**config.mk**
```make
export PLATFORM = sky130hd
export DESIGN_NAME = adc_sample_output_control
export DESIGN_NICKNAME = d
export VERILOG_FILES = /design/src/rtl/adc_sample_output_control.v
export VERILOG_INCLUDE_DIRS = /design/src /design/src/rtl
export SDC_FILE = /design/constraint.sdc
export NUM_CORES = 1
export LEC_CHECK = 0
export BUFFER_PORTS_ARGS = -buffer_cell sky130_fd_sc_hd__buf_2
export CORE_MARGIN = 3
export CORE_UTILIZATION = 40
export CTS_BUF_LIST = sky130_fd_sc_hd__clkbuf_8
export CTS_CLUSTER_DIAMETER = 150
export DETAILED_ROUTE_END_ITERATION = 8
export GPL_ROUTABILITY_DRIVEN = 0
export PLACE_DENSITY = 0.64
export SYNTH_ARGS = -nofsm -noshare
export SYNTH_HDL_FRONTEND = slang
export SYNTH_HIERARCHICAL = 1
export SYNTH_SLANG_ARGS = --single-unit
```
**constraint.sdc**
```tcl
create_clock -name clk -period 2.3 [get_ports clk]
set_input_delay 0.46 -clock clk [delete_from_list [all_inputs] [get_ports clk]]
set_output_delay 0.46 -clock clk [all_outputs]
set_load 0.01 [all_outputs]
```
**src/rtl/adc_out_regs.vh**
```
// Constants for the sample output control block of a pipelined converter.
// Assumes inclusion by the design file; holds definitions only.
// What this block does
// - Take a new input sample on every rising edge of the sample clock.
// - Present each sample's result on the outputs five clock cycles after capture.
// - Power-down low, enable low: convert normally and drive data and flag.
// - Power-down low, enable high: keep converting, data and flag lines released.
// - Power-down high, enable low: nap mode, all outputs released.
// - Power-down high, enable high: sleep mode, all outputs released.
// - Format pin levels pick offset binary or two's complement and stabiliser state.
// - Output a 12-bit word on twelve lines, top line is the MSB.
// - Raise the range flag when the sample overflowed or underflowed the range.
`ifndef ADC_OUT_REGS_VH
`define ADC_OUT_REGS_VH
`define SAMPLE_WIDTH      12
`define PIPE_LATENCY      5
`define FIFO_DEPTH        8
`define FIFO_AW           3
`define FMT_OB_STAB_OFF   2'h0
`define FMT_OB_STAB_ON    2'h1
`define FMT_TC_STAB_OFF   2'h2
`define FMT_TC_STAB_ON    2'h3
`define FMT_TWOS_BIT      1
`define FMT_STAB_BIT      0
`define MODE_LVL_GND      2'h0
`define MODE_LVL_THIRD    2'h1
`define MODE_LVL_TWOTHIRD 2'h2
`define MODE_LVL_FULL     2'h3
`define PWR_NORMAL        2'h0
`define PWR_HIGHZ         2'h1
`define PWR_NAP           2'h2
`define PWR_SLEEP         2'h3
`endif

```
**src/rtl/adc_sample_output_control.v**
```verilog
// Sample FIFO and pipeline output control for a 12-bit sampling converter.
// Assumes all inputs synchronous to clk; the outer wrapper resolves the enables to pins.
`timescale 1ns/1ps
`include "adc_out_regs.vh"

module sample_fifo #(
  parameter WIDTH = 13,
  parameter DEPTH = 8,
  parameter AW    = 3
) (
  input  wire             clk,
  input  wire             rst_n,
  input  wire [WIDTH-1:0] in_data,
  input  wire             in_valid,
  output wire             in_ready,
  output reg  [WIDTH-1:0] out_data,
  output reg              out_valid,
  input  wire             out_ready
);
  reg [WIDTH-1:0] mem [0:DEPTH-1];
  reg [AW:0]      wr_q;
  reg [AW:0]      rd_q;
  wire            empty;
  wire            full;
  wire            pop;
  wire            push;
  assign empty    = (wr_q == rd_q);
  assign full     = (wr_q[AW-1:0] == rd_q[AW-1:0]) && (wr_q[AW] != rd_q[AW]);
  assign in_ready = !full;
  assign pop      = !empty && (!out_valid || out_ready);
  assign push     = in_valid && !full;
  always @(posedge clk) begin
    if (!rst_n) begin
      wr_q      <= {(AW+1){1'b0}};
      rd_q      <= {(AW+1){1'b0}};
      out_valid <= 1'b0;
      out_data  <= {WIDTH{1'b0}};
    end else begin
      if (push) begin
        mem[wr_q[AW-1:0]] <= in_data;
        wr_q <= wr_q + 1'b1;
      end
      if (pop) begin
        out_data  <= mem[rd_q[AW-1:0]];
        out_valid <= 1'b1;
        rd_q      <= rd_q + 1'b1;
      end else if (out_ready) begin
        out_valid <= 1'b0;
      end
    end
  end
endmodule

module power_mode_decode (
  input  wire power_down_select,
  input  wire output_enable_n,
  output wire converting,
  output wire drive_en,
  output wire nap_mode,
  output wire sleep_mode
);
  wire [1:0] pwr;
  // Only the power-down pin stops conversion; the enable alone merely releases the lines.
  assign pwr        = {power_down_select, output_enable_n};
  assign converting = !power_down_select;
  assign drive_en   = (pwr == `PWR_NORMAL);
  assign nap_mode   = (pwr == `PWR_NAP);
  assign sleep_mode = (pwr == `PWR_SLEEP);
endmodule

module format_select #(
  parameter SW = `SAMPLE_WIDTH
) (
  input  wire [1:0]    format_level,
  input  wire [SW-1:0] raw_code,
  output wire          twos_complement,
  output wire          stabiliser_on,
  output wire [SW-1:0] code_fmt
);
  wire [1:0] mode_bits;

  // Upper bit picks two's complement, lower bit the duty-cycle stabiliser.
  function [1:0] mode_decode;
    input [1:0] lvl;
    begin
      case (lvl)
        `MODE_LVL_GND:      mode_decode = `FMT_OB_STAB_OFF;
        `MODE_LVL_THIRD:    mode_decode = `FMT_OB_STAB_ON;
        `MODE_LVL_TWOTHIRD: mode_decode = `FMT_TC_STAB_ON;
        `MODE_LVL_FULL:     mode_decode = `FMT_TC_STAB_OFF;
        default:            mode_decode = `FMT_OB_STAB_OFF;
      endcase
    end
  endfunction

  assign mode_bits       = mode_decode(format_level);
  assign twos_complement = mode_bits[`FMT_TWOS_BIT];
  assign stabiliser_on   = mode_bits[`FMT_STAB_BIT];
  // Format is applied at capture, so a change mid-run reaches only new samples.
  // Inverting the MSB re-centres the code so mid-scale becomes zero.
  assign code_fmt = {raw_code[SW-1] ^ twos_complement, raw_code[SW-2:0]};
endmodule

module pipe_stage #(
  parameter W = 13
) (
  input  wire         clk,
  input  wire         rst_n,
  input  wire [W-1:0] in_data,
  input  wire         in_valid,
  input  wire         keep,
  output reg  [W-1:0] out_data,
  output reg          out_valid
);
  // A stage always moves its word on; only the valid bit is cleared by power-down,
  // so the data path needs no enable.
  always @(posedge clk) begin
    if (!rst_n) begin
      out_data  <= {W{1'b0}};
      out_valid <= 1'b0;
    end else begin
      out_data  <= in_data;
      out_valid <= in_valid && keep;
    end
  end
endmodule

module capture_port #(
  parameter DW    = 13,
  parameter DEPTH = 8,
  parameter AW    = 3
) (
  input  wire          clk,
  input  wire          rst_n,
  input  wire [DW-1:0] in_data,
  input  wire          in_valid,
  input  wire          drive_en,
  input  wire          capture_ready,
  output wire          sample_valid,
  output wire          overrun
);
  wire          head_valid;
  wire          space;

  // Samples are dropped, not stalled, when the capture side lags: a converter cannot wait.
  assign overrun      = in_valid && !space;
  // Released lines carry nothing, so the capture side is told no word stands there.
  assign sample_valid = head_valid && drive_en;

  sample_fifo #(
    .WIDTH (DW),
    .DEPTH (DEPTH),
    .AW    (AW)
  ) sample_fifo_i (
    .clk       (clk),
    .rst_n     (rst_n),
    .in_data   (in_data),
    .in_valid  (in_valid),
    .in_ready  (space),
    .out_data  (),
    .out_valid (head_valid),
    .out_ready (capture_ready)
  );
endmodule

module sample_bundle #(
  parameter SW = `SAMPLE_WIDTH
) (
  input  wire [SW-1:0] code_fmt,
  input  wire          raw_over,
  input  wire          raw_under,
  output wire [SW:0]   bundle
);
  // The flag rides in the top bit so it cannot slip against its word.
  assign bundle = {raw_over | raw_under, code_fmt};
endmodule

module adc_sample_output_control #(
  parameter SW      = `SAMPLE_WIDTH,
  parameter LATENCY = `PIPE_LATENCY
) (
  input  wire          clk,
  input  wire          rst_n,
  input  wire [SW-1:0] raw_code,
  input  wire          raw_over,
  input  wire          raw_under,
  input  wire          power_down_select,
  input  wire          output_enable_n,
  input  wire [1:0]    format_level,
  input  wire          capture_ready,
  output reg  [SW-1:0] sample_word_lines,
  output reg           range_exceeded_flag,
  output wire          data_oe,
  output wire          flag_oe,
  output wire          sample_valid,
  output wire          twos_complement,
  output wire          stabiliser_on,
  output wire          nap_mode,
  output wire          sleep_mode,
  output wire          overrun
);
  localparam DW = SW + 1;

  wire [DW*LATENCY-1:0] stage_data;
  wire [LATENCY-1:0]    stage_valid;
  wire [DW-1:0]         head_word;
  wire [DW-1:0]         tail_data;
  wire                  tail_valid;
  wire                  converting;
  wire                  drive_en;
  wire [SW-1:0]         code_fmt;
  genvar                i;

  power_mode_decode power_mode_decode_i (
    .power_down_select (power_down_select),
    .output_enable_n   (output_enable_n),
    .converting        (converting),
    .drive_en          (drive_en),
    .nap_mode          (nap_mode),
    .sleep_mode        (sleep_mode)
  );

  assign data_oe = drive_en;
  assign flag_oe = drive_en;

  format_select #(
    .SW (SW)
  ) format_select_i (
    .format_level    (format_level),
    .raw_code        (raw_code),
    .twos_complement (twos_complement),
    .stabiliser_on   (stabiliser_on),
    .code_fmt        (code_fmt)
  );

  sample_bundle #(
    .SW (SW)
  ) sample_bundle_i (
    .code_fmt  (code_fmt),
    .raw_over  (raw_over),
    .raw_under (raw_under),
    .bundle    (head_word)
  );

  // A fresh sample enters the first stage on every rising edge while converting.
  generate
    for (i = 0; i < LATENCY; i = i + 1) begin : g_pipe
      if (i == 0) begin : g_head
        pipe_stage #(
          .W (DW)
        ) pipe_stage_i (
          .clk       (clk),
          .rst_n     (rst_n),
          .in_data   (head_word),
          .in_valid  (1'b1),
          .keep      (converting),
          .out_data  (stage_data[DW-1:0]),
          .out_valid (stage_valid[0])
        );
      end else begin : g_body
        pipe_stage #(
          .W (DW)
        ) pipe_stage_i (
          .clk       (clk),
          .rst_n     (rst_n),
          .in_data   (stage_data[(i-1)*DW +: DW]),
          .in_valid  (stage_valid[i-1]),
          .keep      (converting),
          .out_data  (stage_data[i*DW +: DW]),
          .out_valid (stage_valid[i])
        );
      end
    end
  endgenerate

  assign tail_data  = stage_data[(LATENCY-1)*DW +: DW];
  assign tail_valid = stage_valid[LATENCY-1];

  // The output register follows the last stage, which puts the result five edges out.
  // Power-down clears only the valid bits, so the lines keep the last word.
  always @(posedge clk) begin
    if (!rst_n) begin
      sample_word_lines   <= {SW{1'b0}};
      range_exceeded_flag <= 1'b0;
    end else if (tail_valid) begin
      sample_word_lines   <= tail_data[SW-1:0];
      range_exceeded_flag <= tail_data[SW];
    end
  end

  // Only the handshake side is buffered; the word lines never wait for the capture logic.
  capture_port #(
    .DW    (DW),
    .DEPTH (`FIFO_DEPTH),
    .AW    (`FIFO_AW)
  ) capture_port_i (
    .clk           (clk),
    .rst_n         (rst_n),
    .in_data       (tail_data),
    .in_valid      (tail_valid),
    .drive_en      (drive_en),
    .capture_ready (capture_ready),
    .sample_valid  (sample_valid),
    .overrun       (overrun)
  );
endmodule

```
[Word level (Yosys, flattened, before mapping)]
Index checks and enable logic that the tools add are counted.
Storage, ports and cells
  bits of input ports: 21
  output and inout port bits: 21
  flip-flop bits (word level): 92
  word-level logic and storage cells: 47
Cells by class
  add/subtract/negate cells: 2
  bitwise operators: 2
  equality and inequality tests: 8
  reductions and logical operators: 17
  mux-type cells: 3
Operators with widths (number)
  logical AND 1 bit: 9
  adder 4 x 1 -> 4 bit (second input constant): 2
  equality test 2 bit (second input constant): 4
  case mux 2 bit (4 select lines): 1
  equality test 4 bit: 1
  zero test 1 bit: 4
  zero test 2 bit: 2
  equality test 3 bit: 1
  equality test 2 x 1 -> 1 bit (second input constant): 1
  2-to-1 mux 1 bit: 2
  nonzero test 2 bit: 1
  logical OR 1 bit: 1
  != test 1 bit: 1
  OR 1 bit: 1
  bitwise XOR 1 bit: 1

[Logic depth before layout (Yosys ltp)]
  word-level depth: 4
  mapped depth: 6
  gate-level depth less buffers: 5

[Hierarchy]
The synthesis kept the hierarchy.
By module, submodules not included
  sample_fifo: cells an instance 259, times used 1, area each 4929.7 um^2, sequential area each 3563.4 um^2
  pipe_stage: cells an instance 29, times used 5, area each 391.6 um^2, sequential area each 280.3 um^2
  adc_sample_output_control: cells an instance 44, times used 1, area each 518.0 um^2, sequential area each 260.2 um^2
  format_select: cells an instance 17, times used 1, area each 132.6 um^2, sequential area each 0.0 um^2
  sample_bundle: cells an instance 13, times used 1, area each 96.3 um^2, sequential area each 0.0 um^2
  capture_port: cells an instance 2, times used 1, area each 20.0 um^2, sequential area each 0.0 um^2
  power_mode_decode: cells an instance 4, times used 1, area each 20.0 um^2, sequential area each 0.0 um^2

[Least setup slack after synthesis]
OpenSTA, ideal clock, no wires.
  kind: flip-flop to flip-flop
  from: register capture_port_i.sample_fifo_i.wr_q[1]
  to: register, netlist name capture_port_i/sample_fifo_i/mem[0][0]
  cell stages (with the launch flop): 6
  path slack: -0.153 ns
  data arrival time: 2.053 ns
  library setup time: 0.400 ns
  buffers on the path: 1
  clock period less this slack: 2.453 ns
  path through: dfxtp_1 > buf_6 > xnor2_2 > a41oi_4 > nand3_1 > nor3_1
RTL lines
  from (decl): RTL line adc_sample_output_control.v:21  | reg [AW:0] wr_q;
  from (signal assigned): RTL line adc_sample_output_control.v:34  | wr_q <= {(AW+1){1'b0}};
  from (signal assigned): RTL line adc_sample_output_control.v:41  | wr_q <= wr_q + 1'b1;

[Final worst setup path]
  from: register capture_port_i.sample_fifo_i.rd_q[3]
  to: output port overrun
On the way
  longest elaborated chain between the ends: 3
Ends and longest elaborated chain
  from (decl): RTL line adc_sample_output_control.v:22  | reg [AW:0] rd_q;
  from (signal assigned): RTL line adc_sample_output_control.v:35  | rd_q <= {(AW+1){1'b0}};
  from (signal assigned): RTL line adc_sample_output_control.v:46  | rd_q <= rd_q + 1'b1;
  != test 1 bit: RTL line adc_sample_output_control.v:28  | assign full = (wr_q[AW-1:0] == rd_q[AW-1:0]) && (wr_q[AW] != rd_q[AW]);
  logical AND 1 bit: RTL line adc_sample_output_control.v:28
  logical AND 1 bit: RTL line adc_sample_output_control.v:146  | assign overrun = in_valid && !space;
  to (decl): RTL line adc_sample_output_control.v:200  | output wire overrun
Every way passes these cells.

==> impl_metrics.ini <==
[run_status]
status = finished clean

[hold_path]
min_path_cells = 2
whs_endpoint = g_pipe[0].g_head.pipe_stage_i/out_data[9]$_SDFF_PN0_
worstHoldStart = raw_code[9]
hp-class = primary input to register

[drt]
via_per_inst = 3.98
drt-total-wl_mm = 3.84
wl_per_cell_um = 9.52
vias = 1604
final_antenna_net_count = 0
drc = 0
dr.pass1.iters = 3
dr.first_iter.drc_count = 42

[timing]
tns_ns = 0
rsz0062_at_grt = false
hold_viol_final = 0
fin_crit_sh_pct = 86.8
setup_slack_ns = 0.305
min_period_ns = 2.00
max_freq_mhz = 501
fin_skew_ns = 0.00843
drv_slew = 0
holdWs_ns = 0.338
setup_viol = 0

[worst_setup_path]
required_ns = 1.84
crit_slowest_cell = dfxtp_1
path_class = register to output port
r2r-end = capture_port_i/sample_fifo_i/rd_q[2]$_SDFFE_PN0P_
crit_chain = xor2_1 > nand4_1 > nor2b_4 > buf_2
cp-start-kind = register
crit_family = flip-flops
worst-endpoint-arrival_ns = 1.54
end_kind = output port
cp_num_buf_inv = 1
reg2reg_slack_ns = 0.87
rr_worst_depth = 4
crit_path_max_incr_delay_ns = 0.40
timing.rr.start = capture_port_i/sample_fifo_i/wr_q[0]$_SDFFE_PN0P_
crit_fanout = 4

[clock_tree]
cts_hold_buf = 0
postCtsSetupBuffers = 0
clkSlewWorstSetupHoldPaths_ns = 0.08
numCtsBuffers = 9
cts_tree = done
cts.sinks = 92
cts-root-buf = clkbuf_8
ctsResizeCount = 0
clock_latency_ns = 0.33
htree_levels = 3
clockBufferDepth = 2

[pwr]
p_per_area_mw_per_mm2 = 804
power_mw = 2.85
p_leak_nw = 1.53
vdd_drop_max_mv = 0.323

[final_layout]
syn_to_final_growth_pct = 5.87
fin_cells = 403
drive_gt1_share_pct = 38.5
diodes = 0
final_nets = 321
fill_cells = 763
multi_input_area_mm2 = 0.00112
regArea_mm2 = 0.00184

[grt]
grt_pass1_wl_mm = 6.60
antenna_found_initial = 0
grtUsageTotal_pct = 8.48
grt_max_degree = 71
grt_overflow = 0
first_global_vias = 1490

[yosys]
syn_area_mm2 = 0.00335
avgSynthCellArea_um2 = 11.7
synth_nets = 310
yosys_warnings = 6
syn_inst = 285

[floorplanning]
core_mm2 = 0.00793
rows = 32
dieWidth_um = 97.5
fp.dieH_um = 97.5
ios = 42
die_area_mm2 = 0.00950
start_util_pct = 42.2

[place]
portBuffers = 41
post-place-cells = 387
dp_slack_ns = 0.648
hpwl_mm = 2.52

[run]
drv_cap = 0
==> through the flow <==
step | util (%) | instance area [um2]
final | 44.7 | 3540
after CTS | 44.7 | 3540
after detailed placement | 42.3 | 3350
after global routing | 44.7 | 3540
after floorplan | - | 3350
after global placement | 42.3 | 3350
==> cells in the final DEF (no fill, tap or decap), types with 2 or more instances in the layout <==
cell / instances
dfxtp_1: 92
and2_2: 45
buf_2: 41
and2_1: 24
mux2i_1: 15
nor2b_1: 15
clkbuf_8: 10
inv_1: 7
and3_2: 5
xor2_1: 4
nand2_1: 4
ha_1: 4
xnor2_2: 3
nand4_1: 3
nand3_1: 3
a41oi_4: 2
o21ai_0: 2
and3_1: 2
o21a_1: 2
nand2b_1: 2
clkinv_2: 2
==> state kept, by name, summed over array words and instances (netlist names) <==
register                                flops
g_pipe.g_head.pipe_stage_i/out_valid        1
sample_word_lines                          12
g_pipe.g_body.pipe_stage_i/out_data        52
g_pipe.g_head.pipe_stage_i/out_data        13
capture_port_i/sample_fifo_i/wr_q           4
capture_port_i/sample_fifo_i/rd_q           4
range_exceeded_flag                         1
capture_port_i/sample_fifo_i/out_valid      1
g_pipe.g_body.pipe_stage_i/out_valid        4
==> area by class of cell <==
cell class / instances / share of cell area (%)
inverters: 6 / 0.636
clock inverters: 6 / 1.59
clock buffers: 10 / 3.88
repair buffers: 43 / 6.57
flip-flops and latches: 92 / 52.0
multi-input cells: 144 / 31.7
well taps: 102 / 3.60
==> worst max-delay path by stage <==
stage,startpoint,slack [ns],cells past startpoint,end
after global placement,capture_port_i/sample_fifo_i/wr_q[3]$_SDFFE_PN0P_,0.66,4,overrun
after floorplan,capture_port_i/sample_fifo_i/wr_q[1]$_SDFFE_PN0P_,0.78,4,overrun
after global routing,capture_port_i/sample_fifo_i/rd_q[3]$_SDFFE_PN0P_,0.19,4,overrun
final,capture_port_i/sample_fifo_i/rd_q[3]$_SDFFE_PN0P_,0.30,4,overrun
after detailed placement,capture_port_i/sample_fifo_i/rd_q[3]$_SDFFE_PN0P_,0.65,4,overrun
after CTS,capture_port_i/sample_fifo_i/rd_q[3]$_SDFFE_PN0P_,0.26,4,overrun
==> report_power, final <==
part | internal, mW | leakage, nW | switching (mW)
clock network | 0.523 | 0.109 | 0.502
logic | 0.0859 | 0.674 | 0.0790
registers | 1.64 | 0.749 | 0.0203
==> per-layer routing <==
layer	routed length, um	part of all wire [%]	vias up	global-route usage (%)
met5	0	0	-	0
met4	47	1.2	0	6.18
met3	163	4.3	2	2.44
met2	1740	45	30	12.9
met1	1890	49	690	10.1
li1	-	-	882	-
Power figures use the tool's default switching activity.
